[src/hw/io_port_pkg.sv]
// Shared constants and types for the configurable I/O port block
package io_port_pkg;

  localparam int NUM_PORTS = 7;
  localparam int PORT_A = 0;
  localparam int PORT_B = 1;
  localparam int PORT_C = 2;
  localparam int PORT_D = 3;
  localparam int PORT_E = 4;
  localparam int PORT_F = 5;
  localparam int PORT_G = 6;

  typedef logic [NUM_PORTS-1:0][7:0] port_bytes_type;

  typedef enum logic [1:0] {
    BUS_MUX8,
    BUS_PAGE,
    BUS_NONMUX
  } bus_kind_type;

  // Host address bits 15:8 that select the I/O register space
  localparam logic [7:0] IO_SPACE_PAGE = 8'hB0;

  // Register groups: offset bits 7:3 pick the group, bits 2:0 the port
  localparam logic [4:0] GRP_DATA_IN = 5'h00;
  localparam logic [4:0] GRP_DATA_OUT = 5'h01;
  localparam logic [4:0] GRP_DIRECTION = 5'h02;
  localparam logic [4:0] GRP_DRIVE = 5'h03;
  localparam logic [4:0] GRP_MODE = 5'h04;

  localparam logic [7:0] REG_RESET = 8'h00;
  localparam logic [7:0] FULL_PORT = 8'hFF;
  localparam logic [7:0] NARROW_PORT = 8'h0F;

  // Controller registers seen over APB
  localparam logic [11:0] CTL_ADDRESS = 12'h000;
  localparam logic [11:0] CTL_WDATA = 12'h004;
  localparam logic [11:0] CTL_COMMAND = 12'h008;
  localparam logic [11:0] CTL_STATUS = 12'h00C;
  localparam logic [11:0] CTL_RDATA = 12'h010;
  localparam int CMD_START_BIT = 0;
  localparam int CMD_READ_BIT = 1;
  localparam int STATUS_BUSY_BIT = 0;

endpackage

[src/hw/io_port_bus_if.sv]
// Host bus between the microcontroller end and the port block
`timescale 1ns/1ps
`default_nettype none
interface io_port_bus_if;
  logic address_latch_strobe;
  logic io_select;
  logic wr;
  logic rd;
  logic [15:0] addr;
  logic [7:0] wdata;
  logic [7:0] rdata;

  modport device (
    input address_latch_strobe,
    input io_select,
    input wr,
    input rd,
    input addr,
    input wdata,
    output rdata
  );

  modport host (
    output address_latch_strobe,
    output io_select,
    output wr,
    output rd,
    output addr,
    output wdata,
    input rdata
  );
endinterface
`default_nettype wire

[src/hw/io_port_mode_config.sv]
// Device end: port configuration registers and per-pin mode selection
`timescale 1ns/1ps
`default_nettype none
module io_port_mode_config
  import io_port_pkg::*;
#(
  parameter io_port_pkg::bus_kind_type BUS_KIND = io_port_pkg::BUS_MUX8,
  parameter io_port_pkg::port_bytes_type LOGIC_IN_MASK = '0,
  parameter io_port_pkg::port_bytes_type LOGIC_OUT_MASK = '0,
  parameter io_port_pkg::port_bytes_type ADDR_IN_MASK = '0,
  parameter logic [7:0] JTAG_E_MASK = 8'h00,
  parameter logic G_HIGH_BYTE = 1'b0
) (
  input wire logic pclk,
  input wire logic presetn,
  io_port_bus_if.device bus,
  input wire io_port_pkg::port_bytes_type pin_in,
  output var io_port_pkg::port_bytes_type pin_out,
  output var io_port_pkg::port_bytes_type pin_oe_n,
  input wire logic [2:0][7:0] logic_out,
  input wire io_port_pkg::port_bytes_type logic_oe,
  output var io_port_pkg::port_bytes_type array_in,
  output var io_port_pkg::port_bytes_type array_addr,
  output var logic [7:0] slew_fast
);
  import io_port_pkg::*;

  typedef struct packed {
    port_bytes_type sync1;
    port_bytes_type sync2;
    port_bytes_type dout;
    port_bytes_type dir;
    port_bytes_type drv;
    port_bytes_type mode;
    port_bytes_type addr_in;
    port_bytes_type pin_out;
    port_bytes_type pin_oe_n;
    logic [15:0] latched_addr;
    logic [7:0] rdata;
    logic [7:0] slew_fast;
  } dev_state_type;

  dev_state_type st;
  dev_state_type next_st;

  // Pins that exist on the port
  function automatic logic [7:0] width_mask(input int p);
    return (p == PORT_D) ? NARROW_PORT : FULL_PORT;
  endfunction

  // Pins left free for general I/O by the programmed configuration
  function automatic logic [7:0] gpio_mask(input int p);
    logic [7:0] m;
    m = width_mask(p) & ~LOGIC_IN_MASK[p] & ~ADDR_IN_MASK[p];
    if (p == PORT_E) begin
      m = m & ~JTAG_E_MASK;
    end
    if (p == PORT_F && BUS_KIND == BUS_NONMUX) begin
      m = 8'h00;
    end
    return m;
  endfunction

  // Pins that can carry latched address bits
  function automatic logic [7:0] addr_cap(input int p);
    logic [7:0] m;
    m = 8'h00;
    if (p == PORT_G) begin
      m = FULL_PORT;
    end else if ((p == PORT_E || p == PORT_F) && BUS_KIND == BUS_MUX8) begin
      m = FULL_PORT;
    end
    return m & gpio_mask(p);
  endfunction

  // Address byte presented on an address-capable port
  function automatic logic [7:0] addr_byte(input int p, input logic [15:0] a);
    logic [7:0] b;
    b = a[7:0];
    if (p == PORT_G && (BUS_KIND == BUS_PAGE || (BUS_KIND == BUS_MUX8 && G_HIGH_BYTE))) begin
      b = a[15:8];
    end
    return b;
  endfunction

  logic sel;
  logic [4:0] grp;
  logic [2:0] port_idx;
  logic in_range;

  assign sel = bus.io_select && (bus.addr[15:8] == IO_SPACE_PAGE);
  assign grp = bus.addr[7:3];
  assign port_idx = bus.addr[2:0];
  assign in_range = (int'(port_idx) < NUM_PORTS);

  always_comb begin
    logic [7:0] ctl_value;
    logic [7:0] val;
    logic [7:0] en;
    logic [7:0] addr_en;
    logic [7:0] ab;
    logic od_ok;
    ctl_value = 8'h00;
    val = 8'h00;
    en = 8'h00;
    addr_en = 8'h00;
    ab = 8'h00;
    od_ok = 1'b0;
    next_st = st;
    next_st.sync1 = pin_in;
    next_st.sync2 = st.sync1;

    // Non-multiplexed hosts hold the address for the whole cycle
    if (bus.address_latch_strobe || BUS_KIND == BUS_NONMUX) begin
      next_st.latched_addr = bus.addr;
    end
    for (int p = 0; p < NUM_PORTS; p++) begin
      if (bus.address_latch_strobe) begin
        next_st.addr_in[p] = st.sync2[p] & ADDR_IN_MASK[p];
      end
    end

    // Register writes land at the edge closing the write strobe
    if (sel && bus.wr && in_range) begin
      for (int p = 0; p < NUM_PORTS; p++) begin
        if (int'(port_idx) == p) begin
          case (grp)
            GRP_DATA_OUT: next_st.dout[p] = bus.wdata & gpio_mask(p);
            GRP_DIRECTION: next_st.dir[p] = bus.wdata & gpio_mask(p);
            GRP_DRIVE: next_st.drv[p] = (p == PORT_F) ? 8'h00 : (bus.wdata & width_mask(p));
            GRP_MODE: next_st.mode[p] = bus.wdata & addr_cap(p);
            default: next_st.dout[p] = st.dout[p];
          endcase
        end
      end
    end

    if (sel && bus.rd) begin
      for (int p = 0; p < NUM_PORTS; p++) begin
        if (int'(port_idx) == p) begin
          case (grp)
            GRP_DATA_IN: ctl_value = st.sync2[p] & gpio_mask(p);
            GRP_DATA_OUT: ctl_value = st.dout[p];
            GRP_DIRECTION: ctl_value = st.dir[p];
            GRP_DRIVE: ctl_value = st.drv[p];
            GRP_MODE: ctl_value = st.mode[p];
            default: ctl_value = 8'h00;
          endcase
        end
      end
      next_st.rdata = ctl_value;
    end

    // Output multiplexer per pin
    for (int p = 0; p < NUM_PORTS; p++) begin
      ab = addr_byte(p, st.latched_addr);
      if (p <= PORT_C) begin
        en = logic_oe[p] & LOGIC_OUT_MASK[p];
        val = (logic_out[p] & en) | (st.dout[p] & ~en);
        en = en | (st.dir[p] & gpio_mask(p));
      end else begin
        addr_en = (logic_oe[p] | (st.dir[p] & st.mode[p])) & addr_cap(p);
        val = (ab & addr_en) | (st.dout[p] & ~addr_en);
        en = addr_en | (st.dir[p] & gpio_mask(p));
      end
      en = en & ~LOGIC_IN_MASK[p] & width_mask(p);
      od_ok = (p != PORT_C) && (p != PORT_F);
      for (int b = 0; b < 8; b++) begin
        if (od_ok && st.drv[p][b]) begin
          next_st.pin_out[p][b] = 1'b0;
          next_st.pin_oe_n[p][b] = ~(en[b] & ~val[b]);
        end else begin
          next_st.pin_out[p][b] = val[b] & en[b];
          next_st.pin_oe_n[p][b] = ~en[b];
        end
      end
    end
    next_st.slew_fast = st.drv[PORT_C];
  end

  always_ff @(posedge pclk or negedge presetn) begin
    if (!presetn) begin
      st <= '0;
      st.pin_oe_n <= {NUM_PORTS{FULL_PORT}};
      st.dout <= {NUM_PORTS{REG_RESET}};
    end else begin
      st <= next_st;
    end
  end

  assign bus.rdata = st.rdata;
  assign pin_out = st.pin_out;
  assign pin_oe_n = st.pin_oe_n;
  assign array_in = st.sync2;
  assign array_addr = st.addr_in;
  assign slew_fast = st.slew_fast;

  // Pins reading as address inputs still feed the arrays through array_in
  // With a non-multiplexed host (BUS_NONMUX), port F data lanes are carried by the bus itself, so its pins stay released

endmodule // io_port_mode_config
`default_nettype wire

[src/flat_wrapper.sv]
// flat-port wrapper written by rule: the top's interface ports become plain ports
module io_port_mode_config_flat import io_port_pkg::*;
#(
  parameter io_port_pkg::bus_kind_type BUS_KIND = io_port_pkg::BUS_MUX8,
  parameter io_port_pkg::port_bytes_type LOGIC_IN_MASK = '0,
  parameter io_port_pkg::port_bytes_type LOGIC_OUT_MASK = '0,
  parameter io_port_pkg::port_bytes_type ADDR_IN_MASK = '0,
  parameter logic [7:0] JTAG_E_MASK = 8'h00,
  parameter logic G_HIGH_BYTE = 1'b0
)
  (pclk, presetn, pin_in, pin_out, pin_oe_n, logic_out, logic_oe, array_in, array_addr, slew_fast, bus_address_latch_strobe, bus_io_select, bus_wr, bus_rd, bus_addr, bus_wdata, bus_rdata);
  io_port_bus_if bus_i ();
  input wire logic pclk;
  input wire logic presetn;
  input wire io_port_pkg::port_bytes_type pin_in;
  output var io_port_pkg::port_bytes_type pin_out;
  output var io_port_pkg::port_bytes_type pin_oe_n;
  input wire logic [2:0][7:0] logic_out;
  input wire io_port_pkg::port_bytes_type logic_oe;
  output var io_port_pkg::port_bytes_type array_in;
  output var io_port_pkg::port_bytes_type array_addr;
  output var logic [7:0] slew_fast;
  input wire logic [$bits(bus_i.address_latch_strobe)-1:0] bus_address_latch_strobe;
  input wire logic [$bits(bus_i.io_select)-1:0] bus_io_select;
  input wire logic [$bits(bus_i.wr)-1:0] bus_wr;
  input wire logic [$bits(bus_i.rd)-1:0] bus_rd;
  input wire logic [$bits(bus_i.addr)-1:0] bus_addr;
  input wire logic [$bits(bus_i.wdata)-1:0] bus_wdata;
  output wire logic [$bits(bus_i.rdata)-1:0] bus_rdata;
  assign bus_i.address_latch_strobe = bus_address_latch_strobe;
  assign bus_i.io_select = bus_io_select;
  assign bus_i.wr = bus_wr;
  assign bus_i.rd = bus_rd;
  assign bus_i.addr = bus_addr;
  assign bus_i.wdata = bus_wdata;
  assign bus_rdata = bus_i.rdata;
  io_port_mode_config #(.BUS_KIND(BUS_KIND), .LOGIC_IN_MASK(LOGIC_IN_MASK), .LOGIC_OUT_MASK(LOGIC_OUT_MASK), .ADDR_IN_MASK(ADDR_IN_MASK), .JTAG_E_MASK(JTAG_E_MASK), .G_HIGH_BYTE(G_HIGH_BYTE)) u_core (.pclk(pclk), .presetn(presetn), .bus(bus_i), .pin_in(pin_in), .pin_out(pin_out), .pin_oe_n(pin_oe_n), .logic_out(logic_out), .logic_oe(logic_oe), .array_in(array_in), .array_addr(array_addr), .slew_fast(slew_fast));
endmodule
[config.mk]
export PLATFORM = sky130hd
export DESIGN_NAME = io_port_mode_config_flat
export DESIGN_NICKNAME = d
export VERILOG_FILES = /design/src/hw/io_port_pkg.sv /design/src/hw/io_port_bus_if.sv /design/src/hw/io_port_mode_config.sv /design/src/flat_wrapper.sv
export SDC_FILE = /design/constraint.sdc
export NUM_CORES = 1
export LEC_CHECK = 0
export ABC_CLOCK_PERIOD_IN_PS = 2100
export BUFFER_PORTS_ARGS = -buffer_cell sky130_fd_sc_hd__buf_2
export CORE_ASPECT_RATIO = 2
export CORE_UTILIZATION = 40
export CTS_BUF_LIST = sky130_fd_sc_hd__clkbuf_8
export DETAILED_ROUTE_END_ITERATION = 8
export REMOVE_ABC_BUFFERS = 1
export SLEW_MARGIN = 25
export SYNTH_ARGS = -nofsm -noshare
export SYNTH_HDL_FRONTEND = slang
export SYNTH_SLANG_ARGS = --single-unit
[constraint.sdc]
create_clock -name pclk -period 2.1 [get_ports pclk]
set_clock_uncertainty 0.2 [all_clocks]
set_input_delay 0.21 -clock pclk [delete_from_list [all_inputs] [get_ports pclk]]
set_output_delay 0.21 -clock pclk [all_outputs]
set_load 0.02 [all_outputs]
==> key figures, run 1 <==
STA
  • Worst-Margin Slew: 0.5885 ns
  • Slew headroom: 60.14%
  • Total Neg Setup Slack: 0 ns
  • RSZ-0062 raised after global routing: false
  • Pins over their slew limit: 0
  • Part of the cycle the worst path needs: a little over nine tenths
  • Fin. Hold Viols: 0
  • Highest clock rate: 493.3 MHz
  • Hold slack final: ~0.045 ns
  • Crit path time final: ~2 ns
  • Final setup vio count: 0

Route
  • WL/cell: 22.56 um
  • Final WL: 56,150 um
  • Routed vias: 12,830
  • DR pass1 iterations: 5
  • ANT nets after route: 0
  • DRT iter0 DRCs: 622
  • Routed vias/inst: 5.154
  • DR DRC count: 0

Synth
  • Complex-gate fraction of the synthesized area: 8.423%
  • Main area contributors after synthesis: dfrtp_1 (49%), mux2_2 (11%), buf_4 (10%), dfstp_2 (7.5%), mux2i_1 (1.8%)
  • Top-count cell post-synth: dfrtp_1
  • Async SR Flop Fraction: 100.0%
  • #FFs+latches synth: 412
  • Ys Warns: 0
  • Synth top cells by count: dfrtp_1 (360), buf_4 (243), mux2_2 (177)
  • Yosys cell types: 74
  • Ys flop type: dfrtp_1
  • Synth Area in XOR/XNOR: 0%
  • Area leader, netlist: dfrtp_1
  • Mapped Avg Cell Area: approximately 12 sq um
  • Largest family of logic cells by synthesized area: multiplexers
  • Post-Synthesis Cells: 1,474
  • Area fraction of the dominant cell type after synthesis: between 40% and 50%
  • Synth Area in Simple Gates: just under 9%
  • Post-Synth Adder-Cell Area: 0.05483%
  • Post-synth EDFFs: 0
  • Mapped Area: 18,260 sq um
  • Post-synthesis sequential area ratio: 56.83%
  • Post-synthesis mux area share: 14.00%

Worst setup path
  • Worst Path Max Fanout: 6
  • CP Launch Type: primary input
  • Worst flop-to-flop path startpoint: u_core.st[270]
  • Worst Setup SP: bus_addr[0]
  • R2R Setup Slk: 0.13 ns
  • Critical Path RT: 2.41 ns
  • Critical path class: in -> reg
  • Register-to-Register Path Depth: 6
  • Arr. time, crit path: roughly 2.3 ns
  • Worst Setup End Kind: flip-flop
  • Reg2reg end: u_core.bus.rdata[6]

Finish
  • Final instance area: around 23,000 sq um
  • Layout cell share with drive strength beyond 1: between 40% and 50%
  • Post-layout util: 50.38%
  • Fillers: 3,971
  • Final layout net count: 2,046
  • Area Overhead vs Synth: 24.19%

Hold path
  • Worst Hold Path EP: u_core.st[392]
  • Hold path start: bus_wdata[0]
  • Worst hold path type: in -> reg
  • Hold path depth: 2

Clock tree
  • Clock buffer depth: 3
  • H-tree levels: 2
  • TritonCTS clock tree: done
  • CTS Buf Count: 59
  • Clock slew at reported path FFs: about 0.07 ns
  • Skew-Pair Late Insertion Delay: approximately 0.64 ns
  • Setup bufs post-CTS: 0
  • Clk sinks: 412
  • CTS root buf: clkbuf_8

Die
  • Die X: 153.1 um
  • Initial core utilization: between 40% and 50%
  • Die area: 46,550 sq um
  • Die Y: 304.1 um
  • # IOs: 406
  • Row count: 110
  • CORE AREA: 45,010 sq um

Placed design
  • Placed Area: 19,880 sq um
  • DP HPWL: 40,960 um
  • PortBufs: 285
  • Gp weighted congestion: slightly above 0.9

Power
  • VDD IR-drop max: 0.4618 mV
  • Pwr Density: 716.2 nW/um^2
  • Pleak: about 11 nW
  • Total power: 16.24 mW
  • Clock share of power: between 30% and 40%
  • Net switching power of the design: 4.173 mW
  • Logic pwr share: 9.5%
  • Internal power: 12.07 mW
  • Reg power frac: 51.1%
  • Switching share of power: 25.70%

Global route
  • Total gr overflow: 0
  • First-pass GRT wire length: 83,500 um
  • Vias in the first global route: 13,660
  • Largest net degree at the start of global routing: 75
  • GRT Util Overall: 24.31%
  • Initial antenna violation count: 4

Outcome
  • Status: complete, no violations

Run
  • Max Cap Violations: 0
==> worst max-delay path, stage by stage <==
cell and delay, ns:
dlygate4sd3_1 0.57, buf_2 0.16, or3b_2 0.56, buf_4 0.19, nor2_2 0.15, buf_12 0.15, mux2_2 0.34
==> worst max path at each step <==
stage	endpoint	slack [ns]	depth (start not counted)
floorplan	u_core.st[240]	-1.38	5
global placement	u_core.bus.rdata[4]	-0.46	8
detailed placement	u_core.bus.rdata[4]	-0.45	8
CTS	u_core.st[384]	0.004	7
global route	u_core.bus.rdata[4]	0.05	6
finish	u_core.st[330]	0.07	7
==> power by group through the flow <==
stage                     clock network [mW]  registers (mW)  logic [mW]
final                                   6.40            8.29        1.55
after global routing                    6.93            8.31        1.65
after CTS                               6.62            8.29        1.55
after detailed placement                   0            8.44        1.30
after global placement                     0            8.43        1.29
after floorplan                            0            8.53       0.326
==> cells by family after synthesis <==
family | after synthesis
AO/OA/AOI/OAI | 212
adder cells (fa/ha/maj) | 1
buffers and inverters | 321
flip-flops | 412
multiplexers | 224
other | 2
AND/OR/NAND/NOR | 302
==> area by class of cell <==
| cell class | instances | area, sq um | area share [%] |
|---|---|---|---|
| antenna | 1 | 2.502 | 0.01104 |
| clock buffer | 74 | 1018 | 4.492 |
| clock inverter | 35 | 180.2 | 0.7947 |
| inverter | 11 | 41.29 | 0.1821 |
| multi-input combinational | 803 | 5991 | 26.42 |
| sequential | 412 | 10380 | 45.76 |
| tap | 560 | 700.7 | 3.090 |
| timing repair buffer | 593 | 4364 | 19.25 |
==> flip-flops by register name, indices dropped and copies added (netlist names) <==
signal and cells:
u_core.array_in 56, u_core.pin_oe_n 52, u_core.bus.rdata 8, u_core.pin_out 52, u_core.next_st 64, u_core.slew_fast 8, u_core.st 172
==> per-stage QoR <==
stage / setup slack [ns] / std cells
3_5_place_dp: -0.4485 / 2222
6_report: 0.07273 / 2489
5_1_grt: 0.04572 / 2489
3_3_place_gp: -0.4572 / 2222
2_1_floorplan: -1.377 / 1226
4_1_cts: 0.003649 / 2488
==> cell usage in the layout (no fill, tap or decap), types with 18 or more instances in the layout <==
cell / n
inv_1: 33
mux2_2: 177
a22oi_1: 25
dfstp_2: 52
nor2_1: 65
dfrtp_1: 360
and3_1: 44
mux2i_1: 33
buf_2: 284
conb_1: 64
clkbuf_8: 74
dlygate4sd3_1: 156
buf_4: 134
nand2_1: 74
buf_12: 18
o21ai_0: 54
==> repair_timing <==
item,in CTS,in global routing
hold buffers,157,0
pin swaps,0,0
setup endpoints to repair,2,9
gates resized for setup,2,2
endpoints found under the hold margin,616,0
==> routing by layer <==
layer	global-route usage [%]	up-vias	share of wire, %
met5	0	-	0.046
met4	16.98	4	7.0
met3	3.888	159	4.7
met2	44.81	507	54
met1	24.72	6460	35
li1	-	5699	-
Note: power is estimated with default switching activity, not from simulation.
==> run 2, diff against run 1 <==
--- a/config.mk
+++ b/config.mk
@@ -11,6 +11,7 @@
 export CORE_UTILIZATION = 40
 export CTS_BUF_LIST = sky130_fd_sc_hd__clkbuf_8
 export DETAILED_ROUTE_END_ITERATION = 8
+export PLACE_DENSITY = 0.62
 export REMOVE_ABC_BUFFERS = 1
 export SLEW_MARGIN = 25
 export SYNTH_ARGS = -nofsm -noshare
==> run 2 against run 1 <==
  * First-iteration DRC count increased by 14%
  * Critical endpoint is now u_core.st[346]
  * Sequential share of layout area decreased by 0.61 points
  * Clock-buffer cell count increased by 5
  * Cell count increased by 0.44%
  * Largest power group unchanged
  * Setup slack got worse by 0.036 ns
  * Core utilization increased by 0.68 points
  * Die area unchanged
==> key figures, run 2 (synthesized netlist as in run 1, its figures left out) <==
Die
  • Row count: 110 (unchanged)
  • Die area: 46,550 sq um (unchanged)
  • CORE AREA: 45,010 sq um (unchanged)
  • # IOs: 406 (unchanged)
  • Initial core utilization: 40.56% (unchanged)
  • Die X: 153.1 um (unchanged)
  • Die Y: 304.1 um (unchanged)

Worst setup path
  • Critical Path RT: 2.44 ns (was 2.41 ns)
  • CP Launch Type: primary input (unchanged)
  • End point of the critical path: u_core.st[346] (was u_core.st[330])
  • R2R Setup Slk: 0.16 ns (was 0.13 ns)
  • Critical path class: in -> reg (unchanged)
  • Worst Path Max Fanout: 8 (was 6)
  • Worst Setup End Kind: flip-flop (unchanged)
  • Worst Setup SP: bus_addr[0] (unchanged)
  • Arr. time, crit path: 2.40 ns (was 2.33 ns)
  • Register-to-Register Path Depth: 5 (was 6)
  • Reg2reg end: u_core.bus.rdata[2] (was u_core.bus.rdata[6])
  • Worst flop-to-flop path startpoint: u_core.array_in[42] (was u_core.st[270])

Finish
  • Layout cell share with drive strength beyond 1: 41.69% (was 41.49%)
  • Leading cell type in the layout, fill and taps excluded: dfrtp_1 (unchanged)
  • Post-layout util: 51.06% (was 50.38%)
  • Fillers: 3,936 (was 3,971)
  • Area Overhead vs Synth: 25.87% (was 24.19%)
  • Max reg flops: 172 (unchanged)
  • Commonest cells after routing, fill and taps aside: dfrtp_1 (360), buf_2 (284), mux2_2 (177), dlygate4sd3_1 (163), buf_4 (124) (was dfrtp_1 (360), buf_2 (284), mux2_2 (177), dlygate4sd3_1 (156), buf_4 (134))
  • Largest reg by FF count: u_core.st (unchanged)
  • Final layout net count: 2,052 (was 2,046)

STA
  • Pins over their slew limit: 0 (unchanged)
  • Crit path time final: 2.064 ns (was 2.027 ns)
  • Slew headroom: 55.18% (was 60.14%)
  • Highest clock rate: 484.6 MHz (was 493.3 MHz)
  • RSZ-0062 raised after global routing: false (unchanged)
  • Worst-Margin Slew: 0.6554 ns (was 0.5885 ns)
  • Hold slack final: 0.05767 ns (was 0.04478 ns)
  • Final setup vio count: 0 (unchanged)
  • Part of the cycle the worst path needs: 98.27% (was 96.54%)
  • Fin. Hold Viols: 0 (unchanged)

Global route
  • Vias in the first global route: 13,640 (was 13,660)
  • Total gr overflow: 0 (unchanged)
  • Largest net degree at the start of global routing: 114 (was 75)
  • Initial antenna violation count: 6 (was 4)
  • First-pass GRT wire length: 83,100 um (was 83,500 um)
  • GRT Util Overall: 24.22% (was 24.31%)

Route
  • Routed vias: 12,870 (was 12,830)
  • DR DRC count: 0 (unchanged)
  • Routed vias/inst: 5.148 (was 5.154)
  • Final WL: 55,670 um (was 56,150 um)
  • WL/cell: 22.27 um (was 22.56 um)
  • ANT nets after route: 0 (unchanged)
  • DR pass1 iterations: 6 (was 5)
  • DRT iter0 DRCs: 710 (was 622)

Clock tree
  • CTS root buf: clkbuf_8 (unchanged)
  • Clock buffer depth: 3 (unchanged)
  • CTS Buf Count: 60 (was 59)
  • Setup bufs post-CTS: 0 (unchanged)
  • Skew-Pair Late Insertion Delay: 0.66 ns (was 0.64 ns)
  • Clock slew at reported path FFs: 0.07 ns (about the same)
  • H-tree levels: 2 (unchanged)
  • Clk sinks: 412 (unchanged)
  • TritonCTS clock tree: done (unchanged)

Run
  • Max Cap Violations: 0 (unchanged)

Power
  • VDD IR-drop max: 0.4859 mV (was 0.4618 mV)
  • Pleak: 11.37 nW (was 11.28 nW)
  • Pwr Density: 737.0 nW/um^2 (was 716.2 nW/um^2)
  • Total power: 16.94 mW (was 16.24 mW)

Outcome
  • Status: complete, no violations (unchanged)

Placed design
  • DP HPWL: 40,340 um (was 40,960 um)
  • Gp weighted congestion: 0.9522 (was 0.9053)
  • PortBufs: 285 (unchanged)

Hold path
  • Worst hold path type: in -> reg (unchanged)
[run 2: cell type report]
cell class / instances / area [sq um] / area share, %
tap: 560 / 700.7 / 3.049
sequential: 412 / 10380 / 45.15
clock inverter: 35 / 267.8 / 1.165
multi-input combinational: 803 / 5983 / 26.04
timing repair buffer: 598 / 4519 / 19.67
inverter: 11 / 41.29 / 0.1797
clock buffer: 79 / 1087 / 4.732
antenna: 2 / 5.005 / 0.02178
[run 2: how the worst min path moves through the flow]
stage	slack, ns	startpoint	depth (start not counted)	end
global placement	0.06	presetn	2	u_core.st[362]
detailed placement	0.06	presetn	2	u_core.st[362]
global route	0.05	logic_oe[47]	3	u_core.pin_oe_n[47]
floorplan	-0.29	presetn	0	u_core.array_in[0]
CTS	0.02	logic_oe[42]	3	u_core.pin_oe_n[42]
finish	0.06	logic_oe[47]	3	u_core.pin_oe_n[47]
[run 2: per-layer routing]
metal  up-vias  global-route usage, %  share of wire (%)
met2       589                  44.10                 53
li1       5713                      -                  -
met1      6360                  24.56                 33
met4         4                  18.44                8.2
met3       203                  3.831                5.7
met5         -                      0              0.049
[run 2: what timing repair did]
item                                    in CTS  in global routing
endpoints found under the setup margin       0                  7
endpoints found under the hold margin      687                  0
gates resized for setup                      0                  1
hold buffers                               163                  0
[run 2: power breakdown]
part / internal (mW) / leakage [nW] / switching, mW
sequential: 8.15 / 5.27 / 0.142
clock: 3.87 / 0.750 / 3.21
combinational: 0.633 / 5.34 / 0.927
[run 2: stage by stage]
step / setup WS (ns) / instance area, sq um / setup TNS (ns) / instances
finish: 0.03638 / 22980 / 0 / 2500
global placement: -0.3431 / 19980 / -28.19 / 2221
global route: 0.009189 / 22980 / 0 / 2500
floorplan: -1.377 / 16380 / -82.19 / 1226
detailed placement: -0.3827 / 19980 / -31.22 / 2221
CTS: 0.03108 / 22970 / 0 / 2498
[run 2: worst max-delay path, stage by stage]
cell           delay (ns)
dlygate4sd3_1        0.53
buf_2                0.17
buf_4                0.20
or3b_2               0.59
nor2_2               0.18
buf_12               0.17
mux2_2               0.34
